--- config.mk ---
export PLATFORM = sky130hd
export DESIGN_NAME = iur_top
export DESIGN_NICKNAME = d
export VERILOG_FILES = /design/src/iur_pkg.sv /design/src/iur_rx_fifo.sv /design/src/iur_tx.sv /design/src/iur_top.sv
export SDC_FILE = /design/constraint.sdc
export NUM_CORES = 1
export LEC_CHECK = 0
export BUFFER_PORTS_ARGS = -buffer_cell sky130_fd_sc_hd__buf_4
export CORE_MARGIN = 4
export CORE_UTILIZATION = 30
export CTS_CLUSTER_SIZE = 14
export DETAILED_ROUTE_END_ITERATION = 10
export GPL_TIMING_DRIVEN = 0
export PLACE_DENSITY = 0.55
export SYNTH_ARGS = -nofsm -noshare
export SYNTH_HDL_FRONTEND = slang
export SYNTH_SLANG_ARGS = --single-unit
--- constraint.sdc ---
create_clock -name i_clk -period 4.7 [get_ports i_clk]
set_input_delay 0 -clock i_clk [delete_from_list [all_inputs] [get_ports i_clk]]
set_output_delay 0 -clock i_clk [all_outputs]
set_load 0.01 [all_outputs]
--- src/iur_pkg.sv ---
// Constants, register map and field layout of the infrared UART port
package iur_pkg;
  // ------------------------------------------------------------
  // Register map
  // ------------------------------------------------------------
  localparam logic [31:0] IUR_RX_TX_CHAR_PORT_ADDR = 32'hff201020;
  localparam logic [31:0] IUR_IRQ_SETTINGS_ADDR = 32'hff201024;
  // ------------------------------------------------------------
  // Field positions
  // ------------------------------------------------------------
  localparam int IUR_DATA_LSB = 0;
  localparam int IUR_DATA_MSB = 7;
  localparam int IUR_VALID_BIT = 15;
  localparam int IUR_FILL_LSB = 16;
  localparam int IUR_FILL_MSB = 23;
  localparam int IUR_RE_BIT = 0;
  localparam int IUR_RI_BIT = 8;
  // ------------------------------------------------------------
  // Framing and timing
  // ------------------------------------------------------------
  localparam int IUR_DATA_BITS = 8;
  localparam int IUR_FIFO_DEPTH = 128;
  localparam int IUR_CLK_HZ = 200000000;
  localparam int IUR_BAUD = 155200;
  localparam int IUR_BIT_CYCLES = IUR_CLK_HZ / IUR_BAUD;
  localparam int IUR_CNT_W = 16;
  localparam logic [IUR_CNT_W-1:0] IUR_CNT_ZERO = 16'h0000;
  localparam logic [31:0] IUR_WORD_ZERO = 32'h00000000;
  typedef enum logic [1:0] {IUR_IDLE, IUR_START, IUR_DATA, IUR_STOP} iur_state_t;
endpackage

--- src/iur_rx_fifo.sv ---
// Receive character FIFO with occupancy count
`timescale 1ns/1ps
module iur_rx_fifo
#(
  parameter int DEPTH = iur_pkg::IUR_FIFO_DEPTH,
  parameter int WIDTH = iur_pkg::IUR_DATA_BITS
)
(
  input wire logic i_clk,
  input wire logic i_rst,
  input wire logic i_push,
  input wire logic [WIDTH-1:0] i_data,
  input wire logic i_pop,
  output logic [WIDTH-1:0] o_head,
  output logic [$clog2(DEPTH):0] o_count
);
  import iur_pkg::*;
  localparam int AW = $clog2(DEPTH);
  localparam logic [AW:0] FULL_CNT = (AW+1)'(DEPTH);
  localparam logic [AW:0] ONE_CNT = 1;
  localparam logic [AW-1:0] ONE_PTR = 1;
  logic [WIDTH-1:0] mem [DEPTH];
  logic [AW-1:0] wr_ptr_reg;
  logic [AW-1:0] rd_ptr_reg;
  logic do_push;
  logic do_pop;

  // Drop pushes when full, ignore pops when empty
  assign do_push = i_push && (o_count != FULL_CNT);
  assign do_pop = i_pop && (o_count != '0);
  assign o_head = mem[rd_ptr_reg];

  // Storage write
  always_ff @(posedge i_clk)
  begin
    if (do_push)
    begin
      mem[wr_ptr_reg] <= i_data;
    end
  end

  // Pointers and count
  always_ff @(posedge i_clk or posedge i_rst)
  begin
    if (i_rst)
    begin
      wr_ptr_reg <= '0;
      rd_ptr_reg <= '0;
      o_count <= '0;
    end
    else
    begin
      if (do_push)
      begin
        wr_ptr_reg <= wr_ptr_reg + ONE_PTR;
      end
      if (do_pop)
      begin
        rd_ptr_reg <= rd_ptr_reg + ONE_PTR;
      end
      if (do_push && !do_pop)
      begin
        o_count <= o_count + ONE_CNT;
      end
      else if (do_pop && !do_push)
      begin
        o_count <= o_count - ONE_CNT;
      end
    end
  end
endmodule

--- src/iur_tx.sv ---
// Serial transmitter for one character frame
`timescale 1ns/1ps
module iur_tx
#(
  parameter int BIT_CYCLES = iur_pkg::IUR_BIT_CYCLES
)
(
  input wire logic i_clk,
  input wire logic i_rst,
  input wire logic i_start,
  input wire logic [iur_pkg::IUR_DATA_BITS-1:0] i_data,
  output logic o_busy,
  output logic o_txd
);
  import iur_pkg::*;
  localparam logic [IUR_CNT_W-1:0] LAST_CNT = IUR_CNT_W'(BIT_CYCLES - 1);
  localparam logic [2:0] LAST_BIT = 3'(IUR_DATA_BITS - 1);
  iur_state_t state_reg;
  logic [IUR_CNT_W-1:0] cnt_reg;
  logic [2:0] bit_reg;
  logic [IUR_DATA_BITS-1:0] shift_reg;
  logic tick;

  assign tick = (cnt_reg == LAST_CNT);
  assign o_busy = (state_reg != IUR_IDLE);

  // Frame sequencer: start, eight data bits LSB first, one stop, no parity
  always_ff @(posedge i_clk or posedge i_rst)
  begin
    if (i_rst)
    begin
      state_reg <= IUR_IDLE;
      cnt_reg <= IUR_CNT_ZERO;
      bit_reg <= '0;
      shift_reg <= '0;
      o_txd <= 1'b1;
    end
    else
    begin
      cnt_reg <= (tick || state_reg == IUR_IDLE) ? IUR_CNT_ZERO : cnt_reg + 16'h0001;
      case (state_reg)
        IUR_IDLE:
        begin
          o_txd <= 1'b1;
          if (i_start)
          begin
            shift_reg <= i_data;
            o_txd <= 1'b0;
            state_reg <= IUR_START;
          end
        end
        IUR_START:
        begin
          if (tick)
          begin
            o_txd <= shift_reg[0];
            bit_reg <= '0;
            state_reg <= IUR_DATA;
          end
        end
        IUR_DATA:
        begin
          if (tick)
          begin
            if (bit_reg == LAST_BIT)
            begin
              o_txd <= 1'b1;
              state_reg <= IUR_STOP;
            end
            else
            begin
              o_txd <= shift_reg[1];
              shift_reg <= shift_reg >> 1;
              bit_reg <= bit_reg + 3'h1;
            end
          end
        end
        default:
        begin
          if (tick)
          begin
            state_reg <= IUR_IDLE;
          end
        end
      endcase
    end
  end
endmodule

--- src/iur_top.sv ---
// Infrared UART port: receiver, register file and transmitter
`timescale 1ns/1ps
module iur_top
#(
  parameter int BIT_CYCLES = iur_pkg::IUR_BIT_CYCLES,
  parameter int DEPTH = iur_pkg::IUR_FIFO_DEPTH
)
(
  input wire logic i_clk,
  input wire logic i_rst,
  input wire logic [31:0] i_addr,
  input wire logic i_read,
  input wire logic i_write,
  input wire logic [31:0] i_wdata,
  output logic [31:0] o_rdata,
  output logic o_rvalid,
  output logic o_txd,
  input wire logic i_rxd
);
  import iur_pkg::*;
  localparam logic [IUR_CNT_W-1:0] LAST_CNT = IUR_CNT_W'(BIT_CYCLES - 1);
  localparam logic [IUR_CNT_W-1:0] HALF_CNT = IUR_CNT_W'(BIT_CYCLES / 2);
  localparam logic [2:0] LAST_BIT = 3'(IUR_DATA_BITS - 1);
  localparam int CW = $clog2(DEPTH) + 1;

  // ------------------------------------------------------------
  // Receive pin synchroniser
  // ------------------------------------------------------------
  logic rxd_meta_reg;
  logic rxd_sync_reg;
  always_ff @(posedge i_clk or posedge i_rst)
  begin
    if (i_rst)
    begin
      rxd_meta_reg <= 1'b1;
      rxd_sync_reg <= 1'b1;
    end
    else
    begin
      rxd_meta_reg <= i_rxd;
      rxd_sync_reg <= rxd_meta_reg;
    end
  end

  // ------------------------------------------------------------
  // Receiver
  // ------------------------------------------------------------
  iur_state_t rx_state_reg;
  logic [IUR_CNT_W-1:0] rx_cnt_reg;
  logic [2:0] rx_bit_reg;
  logic [IUR_DATA_BITS-1:0] rx_shift_reg;
  logic rx_push_reg;
  logic rx_tick;
  logic rx_half;
  assign rx_tick = (rx_cnt_reg == LAST_CNT);
  assign rx_half = (rx_cnt_reg == HALF_CNT);

  // Frame sequencer: start detect, mid start re-check, data bits, stop
  always_ff @(posedge i_clk or posedge i_rst)
  begin
    if (i_rst)
    begin
      rx_state_reg <= IUR_IDLE;
    end
    else
    begin
      case (rx_state_reg)
        IUR_IDLE:
        begin
          if (!rxd_sync_reg)
          begin
            rx_state_reg <= IUR_START;
          end
        end
        IUR_START:
        begin
          // Re-check line at mid start bit to reject glitches
          if (rx_half)
          begin
            rx_state_reg <= rxd_sync_reg ? IUR_IDLE : IUR_DATA;
          end
        end
        IUR_DATA:
        begin
          if (rx_tick && (rx_bit_reg == LAST_BIT))
          begin
            rx_state_reg <= IUR_STOP;
          end
        end
        default:
        begin
          if (rx_tick)
          begin
            rx_state_reg <= IUR_IDLE;
          end
        end
      endcase
    end
  end

  // Bit timer: held at zero while idle, restarted at mid start bit and at each bit centre sample
  always_ff @(posedge i_clk or posedge i_rst)
  begin
    if (i_rst)
    begin
      rx_cnt_reg <= IUR_CNT_ZERO;
    end
    else if ((rx_state_reg == IUR_IDLE) || rx_tick)
    begin
      rx_cnt_reg <= IUR_CNT_ZERO;
    end
    else if ((rx_state_reg == IUR_START) && rx_half)
    begin
      rx_cnt_reg <= IUR_CNT_ZERO;
    end
    else
    begin
      rx_cnt_reg <= rx_cnt_reg + 16'h0001;
    end
  end

  // Data bit counter, cleared when the start bit is confirmed
  always_ff @(posedge i_clk or posedge i_rst)
  begin
    if (i_rst)
    begin
      rx_bit_reg <= '0;
    end
    else if ((rx_state_reg == IUR_START) && rx_half)
    begin
      rx_bit_reg <= '0;
    end
    else if ((rx_state_reg == IUR_DATA) && rx_tick && (rx_bit_reg != LAST_BIT))
    begin
      rx_bit_reg <= rx_bit_reg + 3'h1;
    end
  end

  // Data shifter, LSB first, one sample per bit centre; no parity slot
  always_ff @(posedge i_clk or posedge i_rst)
  begin
    if (i_rst)
    begin
      rx_shift_reg <= '0;
    end
    else if ((rx_state_reg == IUR_DATA) && rx_tick)
    begin
      rx_shift_reg <= {rxd_sync_reg, rx_shift_reg[IUR_DATA_BITS-1:1]};
    end
  end

  // Push strobe at mid stop bit; a low stop bit is a framing error and drops the character
  always_ff @(posedge i_clk or posedge i_rst)
  begin
    if (i_rst)
    begin
      rx_push_reg <= 1'b0;
    end
    else
    begin
      rx_push_reg <= (rx_state_reg == IUR_STOP) && rx_tick && rxd_sync_reg;
    end
  end

  // ------------------------------------------------------------
  // Receive FIFO
  // ------------------------------------------------------------
  logic [IUR_DATA_BITS-1:0] fifo_head;
  logic [CW-1:0] fifo_count;
  logic rd_data;
  logic wr_data;
  logic rd_ctrl;
  logic wr_ctrl;
  logic fifo_pop;

  // Address decode
  assign rd_data = i_read && (i_addr == IUR_RX_TX_CHAR_PORT_ADDR);
  assign wr_data = i_write && (i_addr == IUR_RX_TX_CHAR_PORT_ADDR);
  assign rd_ctrl = i_read && (i_addr == IUR_IRQ_SETTINGS_ADDR);
  assign wr_ctrl = i_write && (i_addr == IUR_IRQ_SETTINGS_ADDR);
  assign fifo_pop = rd_data && (fifo_count != '0);

  iur_rx_fifo #(
    .DEPTH(DEPTH),
    .WIDTH(IUR_DATA_BITS)
  ) i_iur_rx_fifo (
    .i_clk(i_clk),
    .i_rst(i_rst),
    .i_push(rx_push_reg),
    .i_data(rx_shift_reg),
    .i_pop(fifo_pop),
    .o_head(fifo_head),
    .o_count(fifo_count)
  );

  // ------------------------------------------------------------
  // Transmitter
  // ------------------------------------------------------------
  logic tx_busy;
  logic tx_pin;
  iur_tx #(
    .BIT_CYCLES(BIT_CYCLES)
  ) i_iur_tx (
    .i_clk(i_clk),
    .i_rst(i_rst),
    .i_start(wr_data && !tx_busy),
    .i_data(i_wdata[IUR_DATA_MSB:IUR_DATA_LSB]),
    .o_busy(tx_busy),
    .o_txd(tx_pin)
  );
  assign o_txd = tx_pin;

  // ------------------------------------------------------------
  // Control register
  // ------------------------------------------------------------
  logic rx_irq_enable_reg;
  always_ff @(posedge i_clk or posedge i_rst)
  begin
    if (i_rst)
    begin
      rx_irq_enable_reg <= 1'b0;
    end
    else if (wr_ctrl)
    begin
      rx_irq_enable_reg <= i_wdata[IUR_RE_BIT];
    end
  end

  // ------------------------------------------------------------
  // Read data path, one cycle after the read strobe
  // ------------------------------------------------------------
  logic [31:0] rdata_next;
  always_comb
  begin
    rdata_next = IUR_WORD_ZERO;
    if (rd_data)
    begin
      rdata_next[IUR_DATA_MSB:IUR_DATA_LSB] = fifo_head;
      rdata_next[IUR_VALID_BIT] = (fifo_count != '0);
      rdata_next[IUR_FILL_MSB:IUR_FILL_LSB] = 8'(fifo_count);
    end
    else if (rd_ctrl)
    begin
      rdata_next[IUR_RE_BIT] = rx_irq_enable_reg;
      rdata_next[IUR_RI_BIT] = rx_irq_enable_reg && (fifo_count != '0);
    end
  end

  // Read data register, zero unless a read was taken
  always_ff @(posedge i_clk or posedge i_rst)
  begin
    if (i_rst)
    begin
      o_rdata <= IUR_WORD_ZERO;
    end
    else
    begin
      o_rdata <= rdata_next;
    end
  end

  // Read answer strobe, one cycle after every read at any address
  always_ff @(posedge i_clk or posedge i_rst)
  begin
    if (i_rst)
    begin
      o_rvalid <= 1'b0;
    end
    else
    begin
      o_rvalid <= i_read;
    end
  end
endmodule

* After elaboration in Yosys (flattened, before gate mapping)
Memory sizes are Yosys's and may differ from the RTL's.
Cells that the tools add are included.
** Cells by class
- Mux-type cells :: 40
- Add/sub/neg operators :: 8
- Reductions and logical operators :: 38
- Equality and inequality tests :: 22
** Operator list (count)
- equality test 32 bit, second input constant :: 2
- 2-to-1 mux 16 bit :: 3
- 2-to-1 mux 8 bit :: 5
- adder 16 x 1 -> 16 bit, second input constant :: 2
- equality test 16 x 11 -> 1 bit, second input constant :: 2
- 2-to-1 mux 2 bit :: 10
- logical AND 1 bit :: 17
- equality test 16 x 10 -> 1 bit, second input constant :: 1
- one-hot mux 8 bit (2 select lines) :: 1
- 2-to-1 mux 3 bit :: 5
- adder 7 x 1 -> 7 bit, second input constant :: 2
- one-hot mux 2 bit (3 select lines) :: 2
- AND reduction 4 bit :: 3
- nonzero test 2 bit :: 6
- 2-to-1 mux 1 bit :: 10
- 2-to-1 mux 9 bit :: 1
- adder 8 x 1 -> 8 bit, second input constant :: 1
- != test 2 x 1 -> 1 bit, second input constant :: 4
- != test 2 bit, second input constant :: 4
- != test 8 bit, second input constant :: 1
- nonzero test 8 bit :: 1
- subtractor 8 x 1 -> 8 bit, second input constant :: 1
- 2-to-1 mux 7 bit :: 1
- adder 3 x 1 -> 3 bit, second input constant :: 2
- 13 further kinds :: 21
** Word-level totals
- RAM bits :: 1024
- Memories :: 1
- Output and inout port bits :: 34
- Word-level logic and storage cells :: 127
- Flip-flop bits (word level) :: 104
** Memories
- i_iur_rx_fifo.mem :: depth 128, bits a word 8, rd ports 1, clocked after memory_dff 0, wr ports 1, RTL line iur_rx_fifo.sv:22 : logic [WIDTH-1:0] mem [DEPTH];

* Longest topological paths before layout
Gate-level depths: netlist of run 1.
- Word-level depth :: 7
- Depth in mapped cells :: 16

* Modules after synthesis
A second synthesis of run 1 with hierarchy kept.
** Second synthesis, totals
- Cells, all modules :: 2442
- Area, all modules :: 45138.3 µm²
** Modules (own cells, without submodules)
- iur_rx_fifo :: sequential area each 31300.0 µm², cells an instance 2029, area an instance 40914.2 µm², times used 1
- iur_top :: sequential area each 1303.8 µm², cells an instance 229, area an instance 2497.4 µm², times used 1
- iur_tx :: sequential area each 752.0 µm², cells an instance 184, area an instance 1726.7 µm², times used 1

* Worst setup path after synthesis of run 1
No wires, ideal clock.
- Kind :: input to register
- Start point :: input i_addr[13]
- End point :: register i_iur_rx_fifo.o_count[7]
- Path buffers :: 0
- Stages :: 16
- Slack :: 1257 ps
- Required time :: 4620 ps
- Arrival :: 3363 ps
- Library setup time :: 80 ps
- Path through :: nor4b_1 nand4_1 nor4_2 nand3b_1 nor2_2 inv_1 ha_1 inv_1 ha_1 a21o_1 a21oi_1 nor2b_1 o21a_1 o41ai_1 mux2i_1 xnor2_1
** Between the ends
- Cells in the longest elaborated chain, start to end :: 7
- Elaborated cells on any way between the ends :: 9
- Classes of those cells :: eq/ne (1); mux (1); reduce/logical (7)
** Ends and longest elaborated chain
- start, declared :: RTL line iur_top.sv:11 : input wire logic [31:0] i_addr,
- equality test 32 bit * :: RTL line iur_top.sv:177 : assign rd_data = i_read && (i_addr == IUR_RX_TX_CHAR_PORT_ADDR);
- logical AND 1 bit * :: RTL line iur_top.sv:177
- logical AND 1 bit * :: RTL line iur_top.sv:181 : assign fifo_pop = rd_data && (fifo_count != '0);
- logical AND 1 bit * :: RTL line iur_rx_fifo.sv:30 : assign do_pop = i_pop && (o_count != '0);
- via i_iur_rx_fifo.do_pop :: RTL line iur_rx_fifo.sv:26 : logic do_pop;
- logical NOT 1 bit :: RTL line iur_rx_fifo.sv:61 : if (do_push && !do_pop)
- logical AND 1 bit :: RTL line iur_rx_fifo.sv:61
- 2-to-1 mux 8 bit / nonzero test 2 bit (equally long branches)
- end signal, assigned :: RTL line iur_rx_fifo.sv:63 : o_count <= o_count + ONE_CNT;
- end signal, assigned :: RTL line iur_rx_fifo.sv:67 : o_count <= o_count - ONE_CNT;
- end, declared :: RTL line iur_rx_fifo.sv:15 : output logic [$clog2(DEPTH):0] o_count
The timed path passes the listed nets; every way through them passes the cells marked *.
A chain may end at the register's enable or synchronous reset.

* Final worst setup path of run 1
- Start point :: register i_iur_rx_fifo.rd_ptr_reg[1]
- End point :: register o_rdata[7]
** Between the ends
- Cells in the longest elaborated chain, start to end :: 2
** Ends and longest elaborated chain
- start, declared :: RTL line iur_rx_fifo.sv:24 : logic [AW-1:0] rd_ptr_reg;
- start signal, assigned :: RTL line iur_rx_fifo.sv:59 : rd_ptr_reg <= rd_ptr_reg + ONE_PTR;
- memory (128 x 8 bit)
- 2-to-1 mux 7 bit :: RTL line iur_top.sv:236 : if (rd_data)
- via rdata_next[7] :: RTL line iur_top.sv:232 : logic [31:0] rdata_next;
- end signal, assigned :: RTL line iur_top.sv:258 : o_rdata <= rdata_next;
- end, declared :: RTL line iur_top.sv:15 : output logic [31:0] o_rdata,
The timed path passes the listed nets, and every way through them passes these cells.

==> results of run 1 <==
==> path summary, 6_finish.rpt <==
kind                            depth (start not counted)                        start                    end  slack (ps)
worst max-delay path                                    9  i_iur_rx_fifo.rd_ptr_reg[1]             o_rdata[7]        -110
worst min-delay path                                    7                   i_addr[28]  i_iur_tx.state_reg[1]          60
worst max register to register                          9  i_iur_rx_fifo.rd_ptr_reg[1]             o_rdata[7]        -110
worst min register to register                          0                 rxd_meta_reg           rxd_sync_reg         360
max in group asynchronous                               5                        i_rst           rxd_meta_reg        3400
min in group asynchronous                               4                        i_rst            o_rdata[18]         560
==> Yosys cell counts (4+ instances only) <==
cell,instances
edfxtp_1,1024
mux4_2,261
nor2_1,196
dfrtp_1,101
mux2i_1,76
nand2_1,69
clkbuf_1,39
mux2_2,39
buf_4,30
buf_2,29
o21ai_0,29
nand3_1,28
xnor2_1,27
a21oi_1,26
o22ai_1,26
ha_1,25
inv_1,25
xor2_1,19
a211oi_1,15
buf_6,13
and2_1,12
nor2b_1,12
and3_1,11
nand4_1,11
a22oi_1,9
o221ai_1,9
a221oi_1,8
buf_1,8
nor3_1,7
nor4b_1,7
nor4_1,6
a2111oi_0,5
a31oi_1,5
a211o_1,4
a22o_1,4
nand3b_1,4
or3_1,4
==> cell type report <==
| type | instances | area share (%) |
|---|---|---|
| Sequential cell | 1128 | 64.26 |
| Timing Repair Buffer | 95 | 1.816 |
| Clock inverter | 63 | 1.378 |
| Clock buffer | 147 | 5.826 |
| Inverter | 26 | 0.1975 |
| Buffer | 118 | 1.341 |
| Tap cell | 1930 | 4.648 |
| Multi-Input combinational cell | 1000 | 20.54 |
==> logic make-up (layout without fill, tap and decap cells) <==
group                    after synthesis  in the layout  synth area share, %
AO/OA/AOI/OAI                        158            158                2.380
XOR/XNOR                              46             46               0.9006
adder cells (fa/ha/maj)               26             26               0.7439
buffers and inverters                145            449                1.768
flip-flops                          1128           1128                74.56
multiplexers                         376            376                15.82
other                                  1             14             0.008382
AND/OR/NAND/NOR                      380            380                3.820
==> power breakdown <==
| group | switching, W | internal [W] | leakage [nW] |
|---|---|---|---|
| clock network | 0.00385 | 0.00530 | 1.83 |
| registers | 0.0000126 | 0.0108 | 8.46 |
| logic | 0.0000453 | 0.0000617 | 3.54 |
| total | 0.00391 | 0.0162 | 13.8 |
==> routing by layer <==
layer / GRT usage [%] / part of all wire, %
met2: 27.60 / 47
met3: 3.846 / 9.2
met1: 22.85 / 40
met4: 6.417 / 3.6
met5: 0 / 0.019
==> through the flow <==
step / std cells / hold WS [ps] / worst slack (ps) / power, W
6_report: 4507 / 59.94 / -113.5 / 0.02008
5_1_grt: 4507 / 125.5 / 1.633 / 0.02062
4_1_cts: 4507 / 20.91 / 21.22 / 0.02020
3_5_place_dp: 4278 / 124.2 / -550.0 / 0.01113
3_3_place_gp: 4267 / 124.5 / -563.0 / 0.01112
2_1_floorplan: 2273 / 4.478 / 1257 / 0.01107
==> worst reg2reg max path, stage by stage (launching register included) <==
cell and delay (ps):
dfrtp_1 400, buf_4 230, buf_2 530, buf_2 720, buf_2 690, mux4_2 330
mux2i_1 120, o22ai_1 540, a211oi_1 170, a221oi_1 880
==> cells in the final DEF, fill, tap and decap left out, types with 15 or more instances in the layout <==
cell type and count:
buf_2 31, a21oi_1 26, nand2_1 69, a211oi_1 15, mux4_2 261, edfxtp_1 1024
nand3_1 28, xnor2_1 27, dlygate4sd3_1 20, ha_1 25, o22ai_1 26, dfrtp_1 93
clkbuf_1 62, o21ai_0 29, buf_4 95, mux2i_1 76, clkinv_1 16, mux2_2 39
clkinv_2 22, nor2_1 196, inv_1 24, xor2_1 19, clkbuf_16 114
==> what timing repair did <==
item / CTS / global route
hold buffers: 20 / 0
gates cloned: 0 / 0
setup endpoints to repair: 6 / 3
hold endpoints to repair: 125 / 0
pin swaps: 0 / 0
resized for setup: 1 / 3
==> impl_metrics.csv, run 1 <==
group,metric,value,unit
outcome,status,"finished with violations",
outcome,failed_checks,"max-capacitance violations, max-slew violations, negative setup slack",
cells_and_area,register_area,33390,µm²
sta,unrepaired_setup_endpoints_after_global_routing,"no",
routing,route.vias.total,23940,
sta,timing.final.crit_share,102.4,%
floorplan,floorplan.die_area,155400,µm²
sta,worst_slack,-113.5,ps
cells_and_area,num-nets-final,2576,
sta,slew_headroom,-1.063,%
min_path,worstHoldPathType,"input port to flop",
logic_synthesis,yosys-top-cells-area,"edfxtp_1 (69%), mux4_2 (13%), dfrtp_1 (5.6%), mux2i_1 (1.7%), nor2_1 (1.6%)",
sta,worst-slew-pin-transition,1516,ps
logic_synthesis,post_synth_instance_area,44740,µm²
critical_path,end_kind,"flop",
cells_and_area,multiInputGateArea,10670,µm²
place,dpl_cell_area,47990,µm²
sta,timing_hold_violations_final,0,
cells_and_area,synthToLayoutAreaGrowth,16.13,%
logic_synthesis,synth_cells,2260,
critical_path,cp.buffers_inverters,4,
floorplan,placementRows,141,
routing,detail_route.first_pass.iterations,8,
critical_path,timing_worst_setup_path_type,"flop to flop",
logic_synthesis,synth.top_cell.area_share,68.73,%
floorplan,boundaryPins,103,
critical_path,cp_cell_instances,"buf_4, buf_2, buf_2, buf_2, mux4_2, mux2i_1, o22ai_1, a211oi_1, a221oi_1",
cells_and_area,postLayoutCellArea,51950,µm²
logic_synthesis,seq_area_frac_synth,74.56,%
global_route,grt.total_usage,17.17,%
routing,avgViaCountPerCell,5.311,
logic_synthesis,synth_edf_count,1024,
logic_synthesis,avgSynthCellArea,19.80,µm²
global_route,first_pass_grt_wire_length,188600,µm
routing,drt_iter0_drc,2929,
cells_and_area,final_core_utilization,35.10,%
sta,min_period,4813,ps
pwr,power_density,386.5,nW/µm²
critical_path,worst_path_max_delay_cell,"a221oi_1",
sta,final_max_slew_viol_count,11,
critical_path,required_time_at_the_endpoint_of_the_critical_path,5210,ps
critical_path,startpoint_type,"flop",
routing,post_drt_wl_per_cell,30.20,µm
cells_and_area,largest_register_ffs,1024,
global_route,grt_pass1_vias,24210,
critical_path,critPathMaxStageDelay,880,ps
cts,clk_latency,720,ps
place,finalWeightedCongestion,0.9547,
cts,root_buffer,"clkbuf_16",
critical_path,crit_fanout,10,
cts,number_of_clock_buffers_inserted_by_tritoncts,112,
floorplan,start_util,30.23,%
sta,clock_skew,42.95,ps
critical_path,crit_path_frequent_cell,"buf_2",
cells_and_area,max_flop_register,"i_iur_rx_fifo.mem",
cells_and_area,reg_top3,"i_iur_rx_fifo.mem x1024, o_rdata x18",
critical_path,cp.arrival,5330,ps
global_route,grt_start_max_net_pins,81,
cells_and_area,layout-drive-gt1-share,24.99,%
logic_synthesis,postSynth.topFlopCell,"edfxtp_1",
cells_and_area,num_antenna_cells,0,
logic_synthesis,ys_warn_count,0,
flow_run,drv_cap,1,
cts,cts_sinks,1128,
cts,clk_path_buf_depth,3,
place,detailedPlacementHpwl,88210,µm
floorplan,fp.dieW,394.2,µm
cells_and_area,filler_cell_count,13620,
pwr,worst_voltage_drop_across_the_vdd_grid,0.2879,mV
pwr,static-leakage-power,13.83,nW
cts,path_clk_slew,70,ps
routing,remaining_drc_errors,0,
logic_synthesis,synth.lib_cells_used.distinct,62,
routing,postRouteWirelength,136100,µm
logic_synthesis,asyncSetResetFlopFracSynth,9.220,%
sta,clock.fmax,207.7,MHz
logic_synthesis,synth.largest_area_cell,"edfxtp_1",
critical_path,timing.critical_path.max_delay_family,"buffers and inverters",
floorplan,design.core.area,148000,µm²
cts,htreeDepth,3,
sta,totalNegativeSetupSlack,-134.0,ps
sta,setup-violations-final,2,
floorplan,floorplan.die.height,394.2,µm
global_route,antenna_found_initial,7,
routing,drtAntennaViolNets,0,
logic_synthesis,number_of_register_bits_inferred_by_synthesis,1128,
global_route,globalRoute.totalOverflow,0,
cts,post_cts.repair.setup_buffers,0,
cts,cts_tree,"built",
place,port_buffers,64,
Power figures use the tool's default switching activity.
==> run 2, diff against run 1 <==
--- a/config.mk
+++ b/config.mk
@@ -5,6 +5,7 @@
 export SDC_FILE = /design/constraint.sdc
 export NUM_CORES = 1
 export LEC_CHECK = 0
+export ABC_AREA = 1
 export BUFFER_PORTS_ARGS = -buffer_cell sky130_fd_sc_hd__buf_4
 export CORE_MARGIN = 4
 export CORE_UTILIZATION = 30
==> impl_metrics.csv, run 2 <==
group,metric,value,unit
min_path,worstHoldPathType,"input port to flop",
logic_synthesis,yosys-top-cells-count,"edfxtp_1 (1024), nor2_1 (866), nand2_1 (722)",
place,pre_cts_ws,874.6,ps
floorplan,fp.dieW,405.6,µm
critical_path,startpoint_type,"input port",
logic_synthesis,synth.mux.area_fraction,0.1266,%
place,port_buffers,64,
cells_and_area,reg_top3,"i_iur_rx_fifo.mem x1024, o_rdata x18",
logic_synthesis,synth-compound-area-share,7.250,%
routing,met1_length,71030,µm
cts,clk_latency,760,ps
min_path,hold_path_end,"i_iur_tx.shift_reg[1]",
floorplan,boundaryPins,103,
routing,drt_iter0_drc,5483,
cts,path_clk_slew,60,ps
cells_and_area,final_core_utilization,35.08,%
logic_synthesis,synth_edf_count,1024,
cells_and_area,largest_register_ffs,1024,
logic_synthesis,postSynth.topFlopCell,"edfxtp_1",
cells_and_area,layout.cells.most_common,"edfxtp_1",
sta,totalNegativeSetupSlack,0,ps
logic_synthesis,synth-simple-area-share,16.76,%
floorplan,floorplan.die.height,405.6,µm
global_route,globalRoute.totalOverflow,0,
cts,cts_tree,"built",
critical_path,end_kind,"flop",
logic_synthesis,synth.lib_cells_used.distinct,44,
logic_synthesis,asyncSetResetFlopFracSynth,9.220,%
sta,worst-slew-pin-transition,1413,ps
logic_synthesis,synthXorXnorAreaFrac,0.3139,%
sta,timing.final.crit_share,89.71,%
critical_path,crit_fanout,7,
logic_synthesis,post_synth_instance_area,47430,µm²
global_route,grt_pass1_vias,32530,
cells_and_area,max_flop_register,"i_iur_rx_fifo.mem",
critical_path,cp.arrival,4840,ps
sta,unrepaired_setup_endpoints_after_global_routing,"no",
cts,htreeDepth,3,
pwr,power_density,367.0,nW/µm²
sta,setup-violations-final,0,
min_path,worst_hold_startpoint,"i_wdata[1]",
logic_synthesis,avgSynthCellArea,11.27,µm²
cells_and_area,postLayoutCellArea,54980,µm²
logic_synthesis,synth.top_cell.area_share,64.83,%
cts,root_buffer,"clkbuf_16",
routing,remaining_drc_errors,0,
routing,detail_route.first_pass.iterations,7,
logic_synthesis,number_of_register_bits_inferred_by_synthesis,1128,
place,finalWeightedCongestion,0.9657,
logic_synthesis,synth_adder_area_share,0.7017,%
pwr,static-leakage-power,17.24,nW
global_route,grt.total_usage,21.51,%
sta,clock_skew,48.50,ps
sta,slew_headroom,5.813,%
cells_and_area,most-common-layout-cells,"edfxtp_1 (1024), nor2_1 (866), nand2_1 (722)",
floorplan,start_util,30.26,%
logic_synthesis,synth.largest_area_cell,"edfxtp_1",
cells_and_area,synthToLayoutAreaGrowth,15.93,%
sta,final_max_slew_viol_count,0,
logic_synthesis,yosys-top-cells-area,"edfxtp_1 (65%), nor2_1 (6.9%), nand2_1 (5.7%), dfrtp_1 (5.3%), o21ai_0 (4.6%)",
critical_path,regToRegSetupSlack,680,ps
critical_path,r2r.worst_path.cells,10,
cells_and_area,filler_cell_count,15680,
critical_path,required_time_at_the_endpoint_of_the_critical_path,5330,ps
sta,min_period,4217,ps
floorplan,floorplan.die_area,164500,µm²
global_route,antenna_found_initial,11,
sta,worst_slack,483.4,ps
cts,number_of_clock_buffers_inserted_by_tritoncts,119,
logic_synthesis,synth_cells,4207,
critical_path,critical_path.reg2reg.endpoint,"i_iur_rx_fifo.mem[67][1]",
routing,avgViaCountPerCell,5.275,
critical_path,timing_worst_setup_path_type,"input port to flop",
min_path,whs_path_depth,4,
routing,met3WireLength,19540,µm
critical_path,worst_r2r_startpoint,"i_iur_rx_fifo.o_count[0]",
global_route,grt_start_max_net_pins,85,
cells_and_area,layout-drive-gt1-share,9.798,%
cts,clk_path_buf_depth,3,
routing,route.vias.total,34870,
floorplan,design.core.area,156800,µm²
logic_synthesis,dominant_combinational_cell_family_by_area_after_synthesis,"simple AND/OR/NAND/NOR gates",
logic_synthesis,seq_area_frac_synth,70.33,%
routing,postRouteWirelength,181000,µm
sta,hold_ws,112.8,ps
place,detailedPlacementHpwl,122800,µm
logic_synthesis,synth.most_common_cell,"edfxtp_1",
flow_run,drv_cap,0,
routing,post_drt_wl_per_cell,27.38,µm
sta,clock.fmax,237.2,MHz
floorplan,placementRows,145,
routing,drtAntennaViolNets,0,
routing,top_layer,"met5",
sta,timing_hold_violations_final,0,
pwr,worst_voltage_drop_across_the_vdd_grid,0.2846,mV
global_route,first_pass_grt_wire_length,248400,µm
place,dpl_cell_area,50830,µm²
cts,cts_sinks,1128,
routing,wl_met2,79440,µm
outcome,status,"completed",
cells_and_area,num-nets-final,4553,
logic_synthesis,ys_warn_count,0,
-- run 2: cell types whose count changed in the layout (fill, tap and decap cells not counted), sizes merged, moves of 37 or more --
cell | before | now
nor2 | 197 | 870
buf | 155 | 258
nand2 | 69 | 723
mux2 | 39 | 0
mux4 | 261 | 0
o21ai | 29 | 483
a21oi | 26 | 63
inv | 29 | 184
o211ai | 1 | 61
mux2i | 76 | 6
nand3 | 28 | 289
-- run 2: per-layer routing --
layer	vias to the layer above	track usage [%]
li1	15090	-
met1	17180	28.64
met2	2147	32.98
met3	454	4.476
met4	4	11.50
met5	-	0
-- run 2: cell families after synthesis --
logic type,Yosys count
AND/OR/NAND/NOR,1962
flip-flops,1128
AO/OA/AOI/OAI,644
buffers and inverters,423
adder cells (fa/ha/maj),26
XOR/XNOR,17
multiplexers,6
other,1
-- run 2: power breakdown --
group          internal [W]  leakage [nW]  switching [W]
clock network       0.00516          1.81        0.00403
logic             0.0000888          7.02      0.0000593
registers            0.0108          8.41      0.0000161
-- run 2: how the worst max path moves through the flow --
stage	startpoint	end	slack (ps)	cells past startpoint
after floorplan	i_iur_rx_fifo.o_count[0]	i_iur_rx_fifo.o_count[7]	1890	20
after global placement	i_rst	o_rdata[6]	20	2
after detailed placement	i_iur_rx_fifo.o_count[0]	i_iur_rx_fifo.mem[108][3]	870	10
after CTS	i_addr[16]	i_iur_rx_fifo.o_count[7]	170	26
after global routing	i_addr[16]	i_iur_rx_fifo.o_count[7]	40	26
final	i_addr[16]	i_iur_rx_fifo.o_count[7]	480	26
-- run 2: critical path: stages --
cell and delay, ps:
dlygate4sd3_1 530, buf_4 130, nor2_1 60, dlygate4sd3_1 540, nand2_1 40, dlygate4sd3_1 540
nor2_1 90, dlygate4sd3_1 560, nand2_1 100, nor2_2 200, nand2_2 130, nor2_4 150
inv_1 50, ha_1 230, inv_2 150, ha_1 300, a21oi_1 160, nand2_1 100
a21oi_1 180, nor2_1 70, o21ai_0 230, nand2_1 80, nand2_1 60, nand2_1 50
nand2_1 40, o21ai_0 70
-- run 2: final cells by class --
class,instances,area (µm²),share of cell area [%]
inverter,180,680.7,1.238
clock inverter,63,553.0,1.006
tap,2058,2575,4.683
timing repair buffer,117,1164,2.116
buffer,243,1464,2.662
multi-input combinational,2669,12000,21.82
sequential,1128,33390,60.72
clock buffer,152,3163,5.753
antenna,1,2.502,0.004551
-- run 2: metrics by stage --
| step | total power, W | std cells |
|---|---|---|
| after floorplan | 0.01109 | 4220 |
| after global placement | 0.01114 | 6342 |
| after detailed placement | 0.01114 | 6351 |
| after CTS | 0.02025 | 6608 |
| after global routing | 0.02065 | 6610 |
| final | 0.02018 | 6611 |
-- run 2: timing repair --
item | in CTS | in global routing
setup buffers | 0 | 2
endpoints found under the hold margin | 131 | 0
setup endpoints to repair | 0 | 1
gates resized for setup | 0 | 2
hold buffers | 42 | 0
